===== src/core/fault_router_pkg.sv =====
package fault_router_pkg;

	// ----------------------------------------
	// Group sizes
	// ----------------------------------------
	localparam int G1_CH = 64;
	localparam int G2_CH = 32;
	localparam int G3_CH = 32;

	// ----------------------------------------
	// Channel positions
	// ----------------------------------------
	localparam int G1_FLASH_CORR    = 6;
	localparam int G1_TIMER_PAR     = 7;
	localparam int G1_XFER_PAR      = 8;
	localparam int G1_XFER_PERM     = 9;
	localparam int G1_VEC_RAM_PAR   = 15;
	localparam int G1_SERIAL_PAR    = 17;
	localparam int G1_CONV_PAR      = 19;
	localparam int G1_CAN1_PAR      = 21;
	localparam int G1_CAN2_PAR      = 23;
	localparam int G1_EVEN_CORR     = 26;
	localparam int G1_SELF_TEST     = 27;
	localparam int G1_ODD_CORR      = 28;
	localparam int G1_EEP_CORR      = 35;
	localparam int G1_EEP_UNCORR    = 36;
	localparam int G1_FUSE_STAT     = 40;
	localparam int G1_FUSE_TEST     = 41;
	localparam int G2_FLASH_APAR    = 4;
	localparam int G2_EVEN_DECODE   = 6;
	localparam int G2_ODD_DECODE    = 8;
	localparam int G2_EVEN_APAR     = 10;
	localparam int G2_ODD_APAR      = 12;
	localparam int G2_WATCHDOG      = 24;
	localparam int G3_FUSE_LOAD     = 1;
	localparam int G3_EVEN_UNCORR   = 3;
	localparam int G3_ODD_UNCORR    = 5;
	localparam int G3_FLASH_UNCORR  = 7;

	// ----------------------------------------
	// Reset values
	// ----------------------------------------
	localparam logic [63:0] G1_RST = 64'h0;
	localparam logic [31:0] G23_RST = 32'h0;

	// Number of fault sources on the raw input vector
	localparam int SRC_N = 23;

endpackage


===== src/core/fault_response_router.sv =====
`timescale 1ns/100ps
module fault_response_router
	import fault_router_pkg::*;
(
	input  wire logic        core_clk,         // System clock, 10 MHz
	input  wire logic        nrst,             // Async reset, active low
	input  wire logic        even_ecc_single,  // Even bank correctable ECC
	input  wire logic        even_ecc_double,  // Even bank double-bit ECC
	input  wire logic        even_decode,      // Even bank decode mismatch
	input  wire logic        even_addr_par,    // Even bank address parity
	input  wire logic        odd_ecc_single,   // Odd bank correctable ECC
	input  wire logic        odd_ecc_double,   // Odd bank double-bit ECC
	input  wire logic        odd_decode,       // Odd bank decode mismatch
	input  wire logic        odd_addr_par,     // Odd bank address parity
	input  wire logic        flash_corr,       // Flash correctable fault
	input  wire logic        flash_uncorr,     // Flash uncorrectable fault
	input  wire logic        flash_addr_par,   // Flash address parity
	input  wire logic        flash_second_bus, // Flash fault on second bus
	input  wire logic        flash_eeprom,     // Flash fault in EEPROM bank
	input  wire logic        xfer_slave_err,   // Transfer unit ordered slave err
	input  wire logic        xfer_illegal_ok,  // Transfer unit illegal, OK resp
	input  wire logic        xfer_perm,        // Transfer unit permission fault
	input  wire logic        xfer_par,         // Transfer unit memory parity
	input  wire logic        timer_par,        // Timer coprocessor parity
	input  wire logic        serial_par,       // Buffered serial port parity
	input  wire logic        conv_par,         // Buffered converter parity
	input  wire logic        can1_par,         // First CAN parity
	input  wire logic        can2_par,         // Second CAN parity
	input  wire logic        vec_ram_par,      // Vector RAM parity
	input  wire logic        self_test_fail,   // Logic self-test failure
	input  wire logic        fuse_load_fail,   // Fuse autoload failure
	input  wire logic        fuse_stat_any,    // Any fuse error status bit
	input  wire logic        fuse_test_fail,   // Fuse self-test failure
	input  wire logic        watchdog_nmi,     // Watchdog violation, NMI mode
	input  wire logic        supply_bad,       // Supply out of range
	input  wire logic        clock_fail,       // Oscillator fail or PLL slip
	input  wire logic        clk_fail_reset,   // Clock failure reset selected
	input  wire logic [63:0] g1_clear,         // Group 1 flag clear strobes
	input  wire logic [31:0] g2_clear,         // Group 2 flag clear strobes
	input  wire logic [31:0] g3_clear,         // Group 3 flag clear strobes
	input  wire logic [63:0] g1_pin_en,        // Group 1 pin drive enable
	input  wire logic [63:0] g1_irq_en,        // Group 1 interrupt enable
	input  wire logic [63:0] g1_hi_prio,       // Group 1 high priority select
	output logic      [63:0] g1_flags,         // Group 1 flags
	output logic      [31:0] g2_flags,         // Group 2 flags
	output logic      [31:0] g3_flags,         // Group 3 flags
	output logic             cpu_abort,        // CPU access abort pulse
	output logic             irq_low,          // Group 1 low priority irq
	output logic             irq_high,         // Group 1 high priority irq
	output logic             nmi,              // Nonmaskable interrupt
	output logic             xfer_irq,         // Transfer unit irq to vectors
	output logic             fault_pin_n,      // External error pin, low active
	output logic             sys_reset         // System reset request
);

	// ----------------------------------------
	// Synchronisation
	// ----------------------------------------
	logic [SRC_N-1:0] raw_vec;
	logic [SRC_N-1:0] p;

	assign raw_vec = {fuse_test_fail, fuse_stat_any, fuse_load_fail, self_test_fail,
		vec_ram_par, can2_par, can1_par, conv_par, serial_par, timer_par, xfer_par,
		xfer_perm, watchdog_nmi, flash_addr_par, flash_uncorr, flash_corr,
		odd_addr_par, odd_decode, odd_ecc_double, odd_ecc_single,
		even_addr_par, even_decode, even_ecc_single};

	fault_sync #(.W(SRC_N)) u_sync (
		.core_clk (core_clk),
		.nrst     (nrst),
		.raw_in   (raw_vec),
		.pulse    (p)
	);

	// Even double-bit is kept apart: it also aborts
	logic [3:0] x_p;
	fault_sync #(.W(4)) u_sync_x (
		.core_clk (core_clk),
		.nrst     (nrst),
		.raw_in   ({xfer_illegal_ok, xfer_slave_err, even_ecc_double, clock_fail}),
		.pulse    (x_p)
	);

	logic ev_single, ev_decode, ev_apar, od_single, od_double, od_decode, od_apar;
	logic fl_corr, fl_uncorr, fl_apar, wd_nmi, xf_perm, xf_par, tm_par, sp_par;
	logic cv_par, c1_par, c2_par, vr_par, st_fail, fz_load, fz_stat, fz_test;
	logic ev_double, ck_fail;

	assign {fz_test, fz_stat, fz_load, st_fail, vr_par, c2_par, c1_par, cv_par,
		sp_par, tm_par, xf_par, xf_perm, wd_nmi, fl_apar, fl_uncorr, fl_corr,
		od_apar, od_decode, od_double, od_single, ev_apar, ev_decode, ev_single} = p;
	assign ev_double = x_p[1];
	assign ck_fail   = x_p[0];

	// Bus qualifiers are levels that accompany the fault pulse
	logic sec_bus, eep;
	always_ff @(posedge core_clk or negedge nrst) begin
		if (!nrst) begin
			sec_bus <= 1'b0;
			eep     <= 1'b0;
		end else begin
			sec_bus <= flash_second_bus;
			eep     <= flash_eeprom;
		end
	end
	logic sec_d, eep_d;
	always_ff @(posedge core_clk or negedge nrst) begin
		if (!nrst) begin
			sec_d <= 1'b0;
			eep_d <= 1'b0;
		end else begin
			sec_d <= sec_bus;
			eep_d <= eep;
		end
	end

	// ----------------------------------------
	// Channel set vectors
	// ----------------------------------------
	logic [63:0] g1_set;
	logic [31:0] g2_set;
	logic [31:0] g3_set;

	always_comb begin
		g1_set = '0;
		g1_set[G1_EVEN_CORR]   = ev_single;
		g1_set[G1_ODD_CORR]    = od_single;
		g1_set[G1_FLASH_CORR]  = fl_corr & ~eep_d;
		g1_set[G1_EEP_CORR]    = fl_corr & eep_d;
		g1_set[G1_EEP_UNCORR]  = fl_uncorr & eep_d;
		g1_set[G1_XFER_PERM]   = xf_perm;
		g1_set[G1_XFER_PAR]    = xf_par;
		g1_set[G1_TIMER_PAR]   = tm_par;
		g1_set[G1_SERIAL_PAR]  = sp_par;
		g1_set[G1_CONV_PAR]    = cv_par;
		g1_set[G1_CAN1_PAR]    = c1_par;
		g1_set[G1_CAN2_PAR]    = c2_par;
		g1_set[G1_VEC_RAM_PAR] = vr_par;
		g1_set[G1_SELF_TEST]   = st_fail;
		g1_set[G1_FUSE_STAT]   = fz_stat;
		g1_set[G1_FUSE_TEST]   = fz_test;
	end

	always_comb begin
		g2_set = '0;
		g2_set[G2_EVEN_DECODE] = ev_decode;
		g2_set[G2_EVEN_APAR]   = ev_apar;
		g2_set[G2_ODD_DECODE]  = od_decode;
		g2_set[G2_ODD_APAR]    = od_apar;
		g2_set[G2_FLASH_APAR]  = fl_apar & ~sec_d;
		g2_set[G2_WATCHDOG]    = wd_nmi;
	end

	// Address parity is its own channel, so uncorrectable excludes it
	logic fl_unc_main;
	assign fl_unc_main = fl_uncorr & ~eep_d & ~fl_apar;

	always_comb begin
		g3_set = '0;
		g3_set[G3_EVEN_UNCORR]  = ev_double;
		g3_set[G3_ODD_UNCORR]   = od_double;
		g3_set[G3_FLASH_UNCORR] = fl_unc_main;
		g3_set[G3_FUSE_LOAD]    = fz_load;
	end

	// ----------------------------------------
	// Sticky flags
	// ----------------------------------------
	// Set wins over a clear in the same cycle
	always_ff @(posedge core_clk or negedge nrst) begin
		if (!nrst) begin
			g1_flags <= G1_RST;
			g2_flags <= G23_RST;
			g3_flags <= G23_RST;
		end else begin
			g1_flags <= (g1_flags & ~g1_clear) | g1_set;
			g2_flags <= (g2_flags & ~g2_clear) | g2_set;
			g3_flags <= (g3_flags & ~g3_clear) | g3_set;
		end
	end

	// ----------------------------------------
	// Responses
	// ----------------------------------------
	logic abort_nxt;
	assign abort_nxt = ev_double | od_double | (fl_unc_main & ~sec_d);

	always_ff @(posedge core_clk or negedge nrst) begin
		if (!nrst) begin
			cpu_abort <= 1'b0;
			xfer_irq  <= 1'b0;
		end else begin
			cpu_abort <= abort_nxt;
			xfer_irq  <= x_p[2] | x_p[3];
		end
	end

	// Interrupts are levels that follow the flags one cycle later
	logic [63:0] g1_act;
	assign g1_act = g1_flags & g1_irq_en;

	always_ff @(posedge core_clk or negedge nrst) begin
		if (!nrst) begin
			irq_low  <= 1'b0;
			irq_high <= 1'b0;
			nmi      <= 1'b0;
		end else begin
			irq_low  <= |(g1_act & ~g1_hi_prio);
			irq_high <= |(g1_act & g1_hi_prio);
			nmi      <= |g2_flags;
		end
	end

	// Group 3 never raises an interrupt, only the pin
	always_ff @(posedge core_clk or negedge nrst) begin
		if (!nrst) begin
			fault_pin_n <= 1'b1;
		end else begin
			fault_pin_n <= ~(|(g1_flags & g1_pin_en) | (|g2_flags) | (|g3_flags));
		end
	end

	// Reset bypasses the flag groups entirely
	always_ff @(posedge core_clk or negedge nrst) begin
		if (!nrst) begin
			sys_reset <= 1'b0;
		end else begin
			sys_reset <= supply_bad | (ck_fail & clk_fail_reset);
		end
	end

	// ----------------------------------------
	// Checks
	// ----------------------------------------
	a_even_corr: assert property (@(posedge core_clk) disable iff (!nrst)
		$rose(g1_flags[G1_EVEN_CORR]) |-> !cpu_abort ##1 !cpu_abort)
		else $error("even correctable caused abort");
	a_even_double: assert property (@(posedge core_clk) disable iff (!nrst)
		ev_double |=> cpu_abort && g3_flags[G3_EVEN_UNCORR] ##1 !fault_pin_n)
		else $error("even double fault response missing");
	a_odd_double: assert property (@(posedge core_clk) disable iff (!nrst)
		od_double |=> cpu_abort && g3_flags[G3_ODD_UNCORR])
		else $error("odd double fault response missing");
	a_g2_nmi_pin: assert property (@(posedge core_clk) disable iff (!nrst)
		$rose(|g2_flags) |=> nmi && !fault_pin_n)
		else $error("group 2 flag gave no nmi or pin");
	a_second_noabort: assert property (@(posedge core_clk) disable iff (!nrst)
		fl_unc_main && sec_d && !ev_double && !od_double |=> !cpu_abort)
		else $error("second bus fault aborted");
	a_eep_flag: assert property (@(posedge core_clk) disable iff (!nrst)
		fl_uncorr && eep_d |-> !g3_set[G3_FLASH_UNCORR] ##1 g1_flags[G1_EEP_UNCORR])
		else $error("eeprom fault misrouted");
	a_g3_no_irq: assert property (@(posedge core_clk) disable iff (!nrst)
		g3_flags != 32'h0 && g2_flags == 32'h0 && g1_act == 64'h0 |=> !nmi && !irq_low)
		else $error("group 3 raised interrupt");
	a_clk_reset: assert property (@(posedge core_clk) disable iff (!nrst)
		ck_fail && !clk_fail_reset && !supply_bad |=> !sys_reset)
		else $error("clock reset while not selected");
	a_supply_reset: assert property (@(posedge core_clk) disable iff (!nrst)
		supply_bad |=> sys_reset)
		else $error("supply fault did not reset");
	a_sticky_set: assert property (@(posedge core_clk) disable iff (!nrst)
		g1_set[G1_SELF_TEST] && g1_clear[G1_SELF_TEST] |=> g1_flags[G1_SELF_TEST])
		else $error("set lost to clear");

	// ----------------------------------------
	// Per-source routing checks
	// ----------------------------------------
	a_even_corr_flag: assert property (@(posedge core_clk) disable iff (!nrst)
		ev_single |=> g1_flags[G1_EVEN_CORR])
		else $error("even correctable flag missing");
	a_even_decode: assert property (@(posedge core_clk) disable iff (!nrst)
		ev_decode |=> g2_flags[G2_EVEN_DECODE] ##1 nmi && !fault_pin_n)
		else $error("even decode response missing");
	a_even_apar: assert property (@(posedge core_clk) disable iff (!nrst)
		ev_apar |=> g2_flags[G2_EVEN_APAR])
		else $error("even address parity flag missing");
	a_odd_corr_flag: assert property (@(posedge core_clk) disable iff (!nrst)
		od_single |=> g1_flags[G1_ODD_CORR])
		else $error("odd correctable flag missing");
	a_odd_decode: assert property (@(posedge core_clk) disable iff (!nrst)
		od_decode |=> g2_flags[G2_ODD_DECODE])
		else $error("odd decode flag missing");
	a_odd_apar: assert property (@(posedge core_clk) disable iff (!nrst)
		od_apar |=> g2_flags[G2_ODD_APAR])
		else $error("odd address parity flag missing");
	a_flash_corr: assert property (@(posedge core_clk) disable iff (!nrst)
		fl_corr && !eep_d |=> g1_flags[G1_FLASH_CORR])
		else $error("flash correctable flag missing");
	a_flash_first: assert property (@(posedge core_clk) disable iff (!nrst)
		fl_uncorr && !eep_d && !fl_apar && !sec_d |=> cpu_abort && g3_flags[G3_FLASH_UNCORR])
		else $error("first bus flash fault response missing");
	a_flash_apar: assert property (@(posedge core_clk) disable iff (!nrst)
		fl_apar && !sec_d |=> g2_flags[G2_FLASH_APAR])
		else $error("flash address parity flag missing");
	a_xfer_irq: assert property (@(posedge core_clk) disable iff (!nrst)
		x_p[2] || x_p[3] |=> xfer_irq)
		else $error("transfer unit irq missing");
	a_xfer_perm: assert property (@(posedge core_clk) disable iff (!nrst)
		xf_perm |=> g1_flags[G1_XFER_PERM])
		else $error("transfer permission flag missing");
	a_self_test: assert property (@(posedge core_clk) disable iff (!nrst)
		st_fail |=> g1_flags[G1_SELF_TEST])
		else $error("self-test flag missing");
	a_fuse_load: assert property (@(posedge core_clk) disable iff (!nrst)
		fz_load |=> g3_flags[G3_FUSE_LOAD] ##1 !fault_pin_n)
		else $error("fuse load response missing");
	a_fuse_stat: assert property (@(posedge core_clk) disable iff (!nrst)
		fz_stat |=> g1_flags[G1_FUSE_STAT])
		else $error("fuse status flag missing");
	a_watchdog_nmi: assert property (@(posedge core_clk) disable iff (!nrst)
		wd_nmi |=> g2_flags[G2_WATCHDOG] ##1 nmi && !fault_pin_n)
		else $error("watchdog response missing");
	a_g1_pin_mask: assert property (@(posedge core_clk) disable iff (!nrst)
		(g1_flags & g1_pin_en) == 64'h0 && g2_flags == 32'h0 && g3_flags == 32'h0 |=> fault_pin_n)
		else $error("masked flag drove pin");

	c_even_double: cover property (@(posedge core_clk) disable iff (!nrst) ev_double ##2 !fault_pin_n);
	c_watchdog: cover property (@(posedge core_clk) disable iff (!nrst) wd_nmi ##2 nmi);
	c_sys_reset: cover property (@(posedge core_clk) disable iff (!nrst) $rose(sys_reset));
	c_g1_high: cover property (@(posedge core_clk) disable iff (!nrst) $rose(irq_high));

endmodule


===== src/core/fault_sync.sv =====
`timescale 1ns/100ps
// Two-stage synchroniser plus rising-edge pulse for a vector of fault lines
module fault_sync #(
	parameter int W = 8
) (
	input  wire logic         core_clk, // System clock
	input  wire logic         nrst,     // Async reset, active low
	input  wire logic [W-1:0] raw_in,   // Raw fault levels
	output logic      [W-1:0] pulse     // One-cycle rising-edge pulses
);
	logic [W-1:0] meta_r;
	logic [W-1:0] stable_r;
	logic [W-1:0] prev_r;

	always_ff @(posedge core_clk or negedge nrst) begin
		if (!nrst) begin
			meta_r   <= '0;
			stable_r <= '0;
			prev_r   <= '0;
		end else begin
			meta_r   <= raw_in;
			stable_r <= meta_r;
			prev_r   <= stable_r;
		end
	end

	// Edge taken from the second stage only, never the first
	assign pulse = stable_r & ~prev_r;
endmodule


===== config.mk =====
export PLATFORM = sky130hd
export DESIGN_NAME = fault_response_router
export DESIGN_NICKNAME = d
export VERILOG_FILES = /design/src/core/fault_router_pkg.sv /design/src/core/fault_response_router.sv /design/src/core/fault_sync.sv
export SDC_FILE = /design/constraint.sdc
export NUM_CORES = 1
export LEC_CHECK = 0
export BUFFER_PORTS_ARGS = -buffer_cell sky130_fd_sc_hd__buf_2
export CORE_MARGIN = 5
export CORE_UTILIZATION = 25
export CTS_CLUSTER_SIZE = 30
export DETAILED_ROUTE_END_ITERATION = 12
export PLACE_DENSITY_LB_ADDON = 0.08
export SLEW_MARGIN = 10
export SYNTH_ARGS = -nofsm -noshare
export SYNTH_HDL_FRONTEND = slang
export SYNTH_SLANG_ARGS = --single-unit

===== constraint.sdc =====
create_clock -name core_clk -period 1.74 [get_ports core_clk]
set_clock_uncertainty 0.05 [all_clocks]
set_input_delay 0.522 -clock core_clk [delete_from_list [all_inputs] [get_ports core_clk]]
set_output_delay 0.522 -clock core_clk [all_outputs]
set_load 0.05 [all_outputs]

==> results_dict.tcl <==
set metrics [dict create \
    ys_types 24 \
    ys_seq_elements 220 \
    cts_made_buffers 26 \
    stdcell_count 1795 \
    fp-row-count 65 \
    netlist_instances 669 \
    path_class "reg2out" \
    ff2ff_path_depth 6 \
    hold_viol_final 0 \
    powerDensity_mw_per_mm2 863 \
    firstDrtPassIters 4 \
    ant_nets 0 \
    violations "negative setup slack" \
    start_util_pct 25.3 \
    hold_slack_ns 0.0377 \
    cts_tree "built" \
    drv_slew 0 \
    fin_crit_sh_pct 107 \
    critPathCaptureType "primary output" \
    cts-htree-levels 1 \
    routed-via-count 7993 \
    p_leak_nw 7.33 \
    whs_path_depth 1 \
    min_path_type "in2reg" \
    min_period_ns 1.86 \
    r2r_slack_ns -0.09 \
    clockBufferDepth 3 \
    core_mm2 0.0316 \
    ys_warn_count 0 \
    totalWireLength_um 36800 \
    slew_headroom_pct 73.3 \
    path_max_fanout 4 \
    area_delta_synth_final_pct 84.6 \
    root_buffer "clkbuf_16" \
    drive_gt1_share_pct 53.3 \
    avgSynthCellArea_um2 11.9 \
    overflow 0 \
    die_w_um 189 \
    grt_pass1_wl_um 53200 \
    drtIter0Drc 319 \
    placed_cells 1648 \
    grtUsageTotal_pct 19.8 \
    max_freq_mhz 536 \
    critPathLaunchType "register" \
    cp-endpoint "g1_flags[6]" \
    clkTransAtPathRegs_ns 0.06 \
    setup_viol 56 \
    required_ns 1.17 \
    place_ws_ns -0.371 \
    worst_ep_arrival_time_ns 1.29 \
    die_area_mm2 0.0356 \
    insertion_delay_ns 0.54 \
    timing.rr.start "g1_flags[36]" \
    worst_pin_slew_ns 0.396 \
    fp.dieH_um 189 \
    peakVddDrop_uv 592 \
    synth_fp_nets 1022 \
    rsz0062_at_grt "yes" \
    gp_congestion 0.923 \
    dp_hpwl_um 29800 \
    viasPerCell 4.45 \
    syn_area_mm2 0.00798 \
    avgRoutedWirePerCell_um 20.5 \
    io_pins 488 \
    status "complete, but fails checks" \
    setup_slack_ns -0.125 \
    crit_start "g1_flags[6]" \
    clkSinkCount 220 \
    worstReg2RegEnd "fault_pin_n" \
    first_global_vias 8560 \
    num-nets-final 1711 \
    remaining_drc_errors 0 \
    grt_max_degree 53 \
    antenna_found_initial 23 \
    portBuffers 487 \
    ys_seq_area_share_pct 69.0 \
    maxCapViolations 0 \
]
-- flip-flops by register name (all words and copies together), names as in the netlist --
signal,cells
eep,1
g2_flags,32
xfer_irq,1
sec_bus,1
u_sync.stable_r,23
u_sync_x.prev_r,4
eep_d,1
nmi,1
g1_flags,64
u_sync.prev_r,23
u_sync.meta_r,23
u_sync_x.stable_r,4
irq_low,1
irq_high,1
u_sync_x.meta_r,4
cpu_abort,1
g3_flags,32
sec_d,1
sys_reset,1
fault_pin_n,1
-- cell type report --
type	count	area (µm²)
multi-input combinational	401	2410
clock inverter	8	169
inverter	48	180
sequential	220	5550
clock buffer	38	766
timing repair buffer	661	5110
antenna	17	42.5
tap	402	503
fill	3037	16800
-- Yosys cell counts, drive strengths merged --
cell type / n / area share (%)
a221oi: 3 / 0.33
a22o: 3 / 0.33
a22oi: 26 / 2.4
and3: 1 / 0.078
dfrtp: 219 / 69
dfstp: 1 / 0.33
inv: 48 / 2.3
nand2: 66 / 3.1
nand2b: 3 / 0.24
nand3: 69 / 4.3
nand3b: 2 / 0.19
nand4: 27 / 2.1
nand4bb: 1 / 0.14
nor2: 8 / 0.38
nor2b: 102 / 8.0
nor3: 1 / 0.063
nor4: 26 / 2.0
o211ai: 1 / 0.094
o21ai: 5 / 0.31
o21bai: 1 / 0.094
o22ai: 53 / 4.2
o32ai: 1 / 0.11
or2: 1 / 0.078
or4: 1 / 0.094
-- cell families after synthesis --
family | after synthesis | share of synthesized area (%)
compound gates | 93 | 7.87
buf+inv | 48 | 2.26
flops | 220 | 69.0
simple gates | 308 | 20.8
-- where the power goes --
| part | internal [W] | switching (W) | leakage, nW | total [W] |
|---|---|---|---|---|
| registers | 0.00529 | 0.000109 | 2.76 | 0.00540 |
| logic | 0.000709 | 0.000781 | 4.11 | 0.00149 |
| clock network | 0.00364 | 0.00217 | 0.457 | 0.00581 |
| total | 0.00964 | 0.00306 | 7.33 | 0.0127 |
-- cell usage in the layout (no fill, tap or decap), drive strengths merged, types with 2 or more instances in the layout --
| cell | n |
|---|---|
| buf | 639 |
| dfrtp | 219 |
| nor2b | 102 |
| nand3 | 69 |
| nand2 | 66 |
| o22ai | 53 |
| inv | 48 |
| clkbuf | 40 |
| nand4 | 27 |
| a22oi | 26 |
| nor4 | 26 |
| dlygate4sd3 | 20 |
| diode | 17 |
| nor2 | 8 |
| o21ai | 5 |
| bufinv | 4 |
| clkinv | 4 |
| nand2b | 3 |
| a22o | 3 |
| a221oi | 3 |
| nand3b | 2 |
-- per-stage QoR --
| step | instance area, µm² | util [%] | setup TNS (ns) | power [W] |
|---|---|---|---|---|
| CTS | 14400 | 45.8 | -4.58 | 0.0129 |
| detailed placement | 11700 | 37.0 | -1.02 | 0.00674 |
| finish | 14700 | 46.7 | -2.44 | 0.0127 |
| floorplan | 7990 | - | 0 | 0.00585 |
| global placement | 11700 | 37.0 | -1.04 | 0.00673 |
| global route | 14700 | 46.6 | -5.73 | 0.0132 |
-- routing by layer --
metal	share of wire, %	up-vias	track usage, %
li1	-	3769	-
met1	38	3776	22.5
met2	51	357	34.8
met3	8.4	75	6.65
met4	2.9	16	6.84
met5	0.27	-	0
-- how the worst min path moves through the flow --
stage	to	from
after floorplan	cpu_abort	nrst
after global placement	u_sync.stable_r[4]	u_sync.meta_r[4]
after detailed placement	eep_d	eep
after CTS	u_sync.meta_r[7]	flash_corr
after global routing	u_sync_x.meta_r[2]	xfer_slave_err
final	u_sync.meta_r[7]	flash_corr
-- worst max-delay path: stages (launching register included) --
cell and delay, ns:
dfrtp_2 0.46, buf_6 0.14, buf_8 0.14
-- repair_timing --
item	CTS	global route
hold buffers	20	0
setup endpoints to repair	136	115
endpoints found under the hold margin	36	0
buffers inserted	57	16
gates resized for setup	388	32
pin swaps	2	4
Power figures use the tool's default switching activity.
